==> config.mk <==
export PLATFORM = sky130hd
export DESIGN_NAME = sram_dll_powerup_init
export DESIGN_NICKNAME = d
export VERILOG_FILES = /design/src/dll_seq_pkg.sv /design/src/sram_dll_powerup_init.sv
export VERILOG_INCLUDE_DIRS = /design/src /design/src/src
export SDC_FILE = /design/constraint.sdc
export NUM_CORES = 1
export LEC_CHECK = 0
export ABC_CLOCK_PERIOD_IN_PS = 1830
export BUFFER_PORTS_ARGS = -buffer_cell sky130_fd_sc_hd__buf_2
export CORE_ASPECT_RATIO = 2
export CORE_MARGIN = 3
export CORE_UTILIZATION = 50
export CTS_CLUSTER_SIZE = 12
export DETAILED_ROUTE_END_ITERATION = 8
export HOLD_SLACK_MARGIN = 0.08
export PLACE_DENSITY = 0.69
export SLEW_MARGIN = 20
export SYNTH_ARGS = -nofsm -noshare
export SYNTH_HDL_FRONTEND = slang
export SYNTH_SLANG_ARGS = --single-unit
==> constraint.sdc <==
create_clock -name ref_clk -period 1.83 [get_ports ref_clk]
set_input_delay 0.183 -clock ref_clk [delete_from_list [all_inputs] [get_ports ref_clk]]
set_output_delay 0.183 -clock ref_clk [all_outputs]
set_load 0.02 [all_outputs]
==> src/dll_seq_map.svh <==
// constants for the power-up and dll lock sequencer
`ifndef DLL_SEQ_MAP_SVH
`define DLL_SEQ_MAP_SVH
`define REF_CLK_PERIOD_PS      5000
`define CLK_STOP_TIME_PS       30000
`define CLK_STOP_CYCLES        ((`CLK_STOP_TIME_PS + `REF_CLK_PERIOD_PS - 1) / `REF_CLK_PERIOD_PS)
`define DLL_LOCK_PERIOD_CYCLES 2048
`define LOCK_COUNT_WIDTH       12
`define STOP_COUNT_WIDTH       8
`endif

==> src/dll_seq_pkg.sv <==
// types shared by the power-up and dll lock sequencer
`default_nettype none
package dll_seq_pkg;
	typedef enum logic [1:0] {
		SEQ_WAIT_CLOCK,
		SEQ_LOCKING,
		SEQ_READY
	} seq_state_type;

	typedef struct packed {
		logic ready;       // normal operation allowed
		logic dll_locked;  // dll holds lock
		logic dll_bypass;  // legacy one-cycle latency mode
	} seq_status_type;
endpackage
`default_nettype wire

==> src/sram_dll_powerup_init.sv <==
// power-up initialisation and dll lock/reset sequencer of a burst sram
// Notes on behaviour
// ready only after the lock period of stable input clock cycles
// lock period initialises logic and locks dll when enabled
// disable pin low: skip dll lock, only initialise
// disable pin low from power-on: ready after the lock period
// controller holds all inputs at defined levels during power-on
// controller raises disable pin only once the clock is stable
// early disable-pin rise needs dll reset and relock by controller
// clock static over 30 ns resets dll, relock, then ready
// disable pin rising edge resets dll, relock, then ready
// frequency change needs a dll reset by the controller
// dll locks after 2048 stable input clock cycles
// bypassed dll gives one-cycle read latency, legacy mode
// controller waits the full lock period before commands
`timescale 1ns/100ps
`default_nettype none
`include "dll_seq_map.svh"
module sram_dll_powerup_init
	import dll_seq_pkg::*;
(
	input  wire logic     ref_clk,      // 200 MHz sampling clock
	input  wire logic     rstn,         // async reset, active low
	input  wire logic     k_clk,        // input clock, true phase
	input  wire logic     k_clk_n,      // input clock, inverted phase
	input  wire logic     dll_enable,   // dll disable pin, low = bypass
	output var  logic     ready,        // device ready for operation
	output var  logic     dll_locked,   // dll holds lock
	output var  logic     dll_bypass,   // legacy one-cycle latency mode
	output var  logic     read_latency  // 0: dll latency, 1: one cycle
);
	// two-flop synchronisers; first stage read only by second
	logic [2:0] sync_a;
	logic [2:0] sync_b;
	logic       k_prev;
	logic       kn_prev;
	logic       en_prev;
	// history is trusted only once both sync stages and prev are loaded
	logic [2:0] primed;

	logic                           k_s;
	logic                           kn_s;
	logic                           en_s;
	logic                           k_edge;
	logic                           kn_edge;
	logic                           en_rise;
	logic                           stopped;

	seq_state_type                  state;
	seq_state_type                  next_state;
	logic [`LOCK_COUNT_WIDTH-1:0]   lock_count;
	logic [`LOCK_COUNT_WIDTH-1:0]   next_lock_count;
	logic [`STOP_COUNT_WIDTH-1:0]   stop_count;
	logic [`STOP_COUNT_WIDTH-1:0]   next_stop_count;
	logic                           lock_done;
	seq_status_type                 status;
	seq_status_type                 next_status;
	logic                           next_read_latency;

	localparam logic [`STOP_COUNT_WIDTH-1:0] STOP_LIMIT =
		`STOP_COUNT_WIDTH'(`CLK_STOP_CYCLES);
	localparam logic [`LOCK_COUNT_WIDTH-1:0] LOCK_LAST =
		`LOCK_COUNT_WIDTH'(`DLL_LOCK_PERIOD_CYCLES - 1);

	// pin sampling and edge history
	always_ff @(posedge ref_clk or negedge rstn)
	begin
		if (!rstn)
		begin
			sync_a  <= 3'h0;
			sync_b  <= 3'h0;
			k_prev  <= 1'b0;
			kn_prev <= 1'b0;
			en_prev <= 1'b0;
			primed  <= 3'h0;
		end
		else
		begin
			sync_a  <= {dll_enable, k_clk_n, k_clk};
			sync_b  <= sync_a;
			k_prev  <= sync_b[0];
			kn_prev <= sync_b[1];
			en_prev <= sync_b[2];
			primed  <= {primed[1:0], 1'b1};
		end
	end

	assign k_s     = sync_b[0];
	assign kn_s    = sync_b[1];
	assign en_s    = sync_b[2];
	assign k_edge  = primed[2] && (k_s != k_prev);
	assign kn_edge = primed[2] && (kn_s != kn_prev);
	// primed keeps a pin already high at reset from faking a toggle
	assign en_rise = primed[2] && en_s && !en_prev;
	// either phase standing still too long counts as a stop
	assign stopped = (stop_count >= STOP_LIMIT);
	assign lock_done = (lock_count == LOCK_LAST);

	// next values of the sequencer
	always_comb
	begin
		next_state        = state;
		next_lock_count   = lock_count;
		next_stop_count   = stop_count;
		next_status       = status;
		next_read_latency = read_latency;
		if (k_edge && kn_edge)
			next_stop_count = '0;
		else if (!stopped)
			next_stop_count = stop_count + 1'b1;
		// bypass follows the pin level, dll unused while low
		next_status.dll_bypass = !en_s;
		next_read_latency      = !en_s;
		case (state)
			SEQ_WAIT_CLOCK:
			begin
				next_lock_count    = '0;
				next_status.ready  = 1'b0;
				next_status.dll_locked = 1'b0;
				if (!stopped)
					next_state = SEQ_LOCKING;
			end
			SEQ_LOCKING:
			begin
				// one count per rising edge of the true phase
				if (k_edge && k_s)
					next_lock_count = lock_count + 1'b1;
				if (stopped || en_rise)
					next_state = SEQ_WAIT_CLOCK;
				else if (k_edge && k_s && lock_done)
				begin
					next_state             = SEQ_READY;
					next_status.ready      = 1'b1;
					next_status.dll_locked = en_s;
				end
			end
			SEQ_READY:
			begin
				if (stopped || en_rise)
				begin
					next_state             = SEQ_WAIT_CLOCK;
					next_status.ready      = 1'b0;
					next_status.dll_locked = 1'b0;
				end
				else
					next_status.dll_locked = en_s;
			end
			default:
				next_state = SEQ_WAIT_CLOCK;
		endcase
	end

	// sequencer registers; counts start from a stopped clock
	always_ff @(posedge ref_clk or negedge rstn)
	begin
		if (!rstn)
		begin
			state        <= SEQ_WAIT_CLOCK;
			lock_count   <= '0;
			stop_count   <= STOP_LIMIT;
			status       <= '0;
			read_latency <= 1'b0;
		end
		else
		begin
			state        <= next_state;
			lock_count   <= next_lock_count;
			stop_count   <= next_stop_count;
			status       <= next_status;
			read_latency <= next_read_latency;
		end
	end

	// ready, dll_locked and dll_bypass are the registered status fields
	assign ready      = status.ready;
	assign dll_locked = status.dll_locked;
	assign dll_bypass = status.dll_bypass;

	// checks
	ready_after_lock_a: assert property (
		@(posedge ref_clk) disable iff (!rstn)
		$rose(ready) |-> $past(state) == SEQ_LOCKING && $past(lock_done))
		else $error("ready rose without a full lock period");
	stop_resets_a: assert property (
		@(posedge ref_clk) disable iff (!rstn)
		stopped |=> !ready)
		else $error("ready held through a clock stop");
	rise_resets_a: assert property (
		@(posedge ref_clk) disable iff (!rstn)
		en_rise && state != SEQ_WAIT_CLOCK |=> !ready && !dll_locked)
		else $error("disable pin toggle did not reset the dll");
	bypass_no_lock_a: assert property (
		@(posedge ref_clk) disable iff (!rstn)
		dll_bypass |-> !dll_locked)
		else $error("dll locked while bypassed");
	lock_count_step_a: assert property (
		@(posedge ref_clk) disable iff (!rstn)
		state == SEQ_LOCKING && $past(state) == SEQ_LOCKING
		&& !$past(k_edge && k_s) |-> $stable(lock_count))
		else $error("lock count moved without a clock edge");
	locked_needs_ready_a: assert property (
		@(posedge ref_clk) disable iff (!rstn)
		dll_locked |-> ready)
		else $error("dll locked outside ready");
	latency_mode_a: assert property (
		@(posedge ref_clk) disable iff (!rstn)
		read_latency == dll_bypass)
		else $error("read latency mode does not follow bypass");
	wait_not_ready_a: assert property (
		@(posedge ref_clk) disable iff (!rstn)
		state == SEQ_WAIT_CLOCK ##1 state == SEQ_LOCKING |-> !ready)
		else $error("ready during lock period");
	ready_holds_a: assert property (
		@(posedge ref_clk) disable iff (!rstn)
		ready && !stopped && !en_rise |=> ready)
		else $error("ready dropped without a dll reset");
	ready_cover: cover property (@(posedge ref_clk) disable iff (!rstn)
		$rose(ready));
	bypass_cover: cover property (@(posedge ref_clk) disable iff (!rstn)
		ready && dll_bypass);
	stop_cover: cover property (@(posedge ref_clk) disable iff (!rstn)
		ready ##1 stopped);
	toggle_cover: cover property (@(posedge ref_clk) disable iff (!rstn)
		ready && en_rise);
endmodule
`default_nettype wire

==> metrics.txt <==
status=finished clean; length of the first detailed-routing pass in iterations=4; non-filler instance count after layout=213; count of cells along the worst register-to-register path=6; Post-Place Cells=200; fraction of the core area covered by cells at the end of the flow=0.624; WL per Instance=14.7 um; initial antenna violation count=0; RR Endpoint=lock_count[11]$_DFFE_PN0P_; fin. max-slew vios=0; net switching fraction of the power=0.298; RSZ-0062 raised after global routing=true; number of synthesized register bits=37; CTS buffer count=5; Power, Total=2.30 mW; Post-Place Setup Slack=0.0957 ns; Floorplan Core Area=3230 um2; type of the worst setup path=reg -> reg; last weighted congestion value of the routability-driven placer=0.844; post-synthesis sequential area ratio=0.537; FF-to-FF setup slack=0.08 ns; # Max-Cap Violations=0; post-DR vias/cell=5.76; combinational share of power=0.259; final critical-path required period=1.75 ns; net count after synthesis=170; number of diodes=0; Crit path required time=2.04 ns; row count=29; slowest stage delay, CP=0.41 ns; number of different library cells in the post-synthesis netlist=47; Root Buffer=clkbuf_8; worst reg2reg startpoint=state[1]$_DFFE_PN0P_; power share of the clock group=0.310; Switch Pwr=0.684 mW; fraction of power consumed by sequential logic=0.430; slack of the critical path=0.0753 ns; final-report setup violation count=0; GRT met1 Usage=0.192; floorplan die area=4240 um2; clk sinks=37; Post-route DRC=0; Buffers on Ports=8; initial cell density of the core=0.535; via count of the first global-routing pass=1,195; met2 demand-to-capacity share in global routing=0.295; data arrival time of the critical path=1.97 ns; area of placed instances=1840 um2; Cell Int Power=1.61 mW; launch instance of the worst min-delay path=primed[1]$_DFF_PN0_; proportion of synthesized flip-flops having asynchronous set or reset=1.00; insertion delay of the later-clocked pin in the worst-skew pair=0.29 ns; count of nets left with antenna violations after detail routing=0; cell count after synthesis=158; end point of the most critical hold path=primed[2]$_DFF_PN0_; Worst IR Drop VDD=0.802 mV; Final period util=0.959; ranking of synthesized cells by instance count=dfrtp_1, nor2_1, nand2_1; Hold Crit Class=reg -> reg; maximum clock frequency=0.570 GHz; worst slew pin tran=0.792 ns; top fanout value on the critical path=5; Max Clock Skew=0.00605 ns; total global routing overflow=0; Max Root-Sink Buffers=2; Boundary Pins=9; startpoint types=flip-flop; largest cells by area after synthesis=dfrtp_1, ha_1, nor2_1; layout-stage area growth over the synthesis result=16.5%; Total Routing Usage GR=0.179; number of synthesized flops with an enable pin=0; global-route wire length before repair=5280 um; Worst path slowest cell=or3_4; cell taking the most area after synthesis=dfrtp_1; total count of hold-check failures in the final report=0; global-route met3 utilization=0.0444; mean cell area of the mapped netlist=10.9 um2; die width=47.6 um; Yosys top cell area share=0.507; H-tree levels=2; via count=1,226; register clock-pin slew on the reported worst setup and hold paths=0.07 ns; initial drt markers=25; worst hold stages=0; clock tree from TritonCTS=yes; top_reg_cell synth=dfrtp_1; highest-utilization routing layer at the global route stage=met2; power per cell area=1140 nW/um2; y dimension of the die=89.2 um; list of cells traversed by the critical path=inv_1 > ha_2 > nand4b_4 > or3_4 > or3_1 > a21oi_1; Post-Syn Area=1730 um2; yosys synthesis warning count=0; kind of end point of the critical path=flip-flop; final net count=193; post-detailed-routing wire length=3130 um; final instance area=2010 um2; Total Neg Setup Slack=0 ns; static leakage power=0.908 nW; pin count of the biggest net entering global routing=38; Worst Hold Margin=0.347 ns; hpwl dp=2280 um; max-slew headroom at the worst pin=0.472; fraction of final layout cells sized beyond drive strength 1=0.203; cell with the most instances after synthesis=dfrtp_1
-- layer usage --
layer / up-vias / wire length [um]
met5: - / 0
met4: 0 / 144
met3: 13 / 90
met2: 28 / 1680
met1: 586 / 1210
li1: 599 / -
-- power by group through the flow --
stage | clock (mW) | combinational [mW] | sequential (mW)
detailed placement | 0 | 0.575 | 1.00
finish | 0.713 | 0.595 | 0.989
global route | 0.773 | 0.667 | 1.00
global placement | 0 | 0.553 | 0.997
floorplan | 0 | 0.437 | 0.985
CTS | 0.736 | 0.587 | 0.988
-- state kept, by name (all words and copies together) (netlist names) --
name and cells:
lock_count 12, dll_locked 1, kn_prev 1, k_prev 1, ready 1, sync_a 3, en_prev 1, dll_bypass 1
stop_count 8, primed 3, state 2, sync_b 3
-- repair_timing --
| action | 4_1_cts | 5_1_grt |
|---|---|---|
| setup buffers | 0 | 1 |
| hold endpoints to repair | 38 | 0 |
| hold buffers | 4 | 0 |
| resized for setup | 0 | 5 |
| setup endpoints to repair | 0 | 7 |
-- area by class of cell --
| type | instances | area, um2 |
|---|---|---|
| Clock buffer | 7 | 86.3 |
| Clock inverter | 1 | 30.0 |
| Fill cell | 255 | 1210 |
| Inverter | 7 | 26.3 |
| Multi-Input combinational cell | 110 | 764 |
| Sequential cell | 37 | 928 |
| Tap cell | 31 | 38.8 |
| Timing Repair Buffer | 20 | 140 |
-- cells by family after synthesis --
family,share of synthesized area
AO/OA/AOI/OAI,0.0832
other,0.00217
AND/OR/NAND/NOR,0.247
XOR/XNOR,0.0405
flip-flops,0.537
multiplexers,0.0116
buffers and inverters,0.0282
adder cells (fa/ha/maj),0.0506
-- placed cells by master, fill, tap and decap left out, drive strengths merged, types with 2 or more instances in the layout --
| cell type | count |
|---|---|
| nor3 | 4 |
| clkbuf | 7 |
| xor2 | 3 |
| and4b | 2 |
| nor4 | 4 |
| dfstp | 2 |
| a21oi | 2 |
| mux2i | 2 |
| nand3 | 7 |
| or4 | 2 |
| dlygate4sd3 | 4 |
| or3 | 2 |
| inv | 7 |
| ha | 7 |
| o21ai | 10 |
| nand4 | 5 |
| o21a | 2 |
| and2 | 6 |
| nand2 | 10 |
| nor2 | 17 |
| dfrtp | 35 |
| a31oi | 2 |
| buf | 16 |
| xnor2 | 5 |
-- how the worst max path moves through the flow --
| stage | slack, ns | from | endpoint |
|---|---|---|---|
| after global placement | 0.13 | state[1]$_DFFE_PN0P_ | lock_count[11]$_DFFE_PN0P_ |
| after CTS | 0.07 | lock_count[0]$_DFFE_PN0P_ | state[0]$_DFFE_PN0P_ |
| after global routing | -0.03 | state[1]$_DFFE_PN0P_ | lock_count[11]$_DFFE_PN0P_ |
| after detailed placement | 0.1 | lock_count[0]$_DFFE_PN0P_ | state[0]$_DFFE_PN0P_ |
| final | 0.08 | state[1]$_DFFE_PN0P_ | lock_count[11]$_DFFE_PN0P_ |
| after floorplan | 0.02 | state[1]$_DFFE_PN0P_ | lock_count[11]$_DFFE_PN0P_ |
-- critical path, delay by kind of cell (launching register included) --
family | cells | cell delay [ns]
AND/OR/NAND/NOR | 3 | 0.83
buffers and inverters | 1 | 0.11
flip-flops | 1 | 0.38
AO/OA/AOI/OAI | 1 | 0.14
adder cells (fa/ha/maj) | 1 | 0.22
Note: power is estimated with default switching activity, not from simulation.
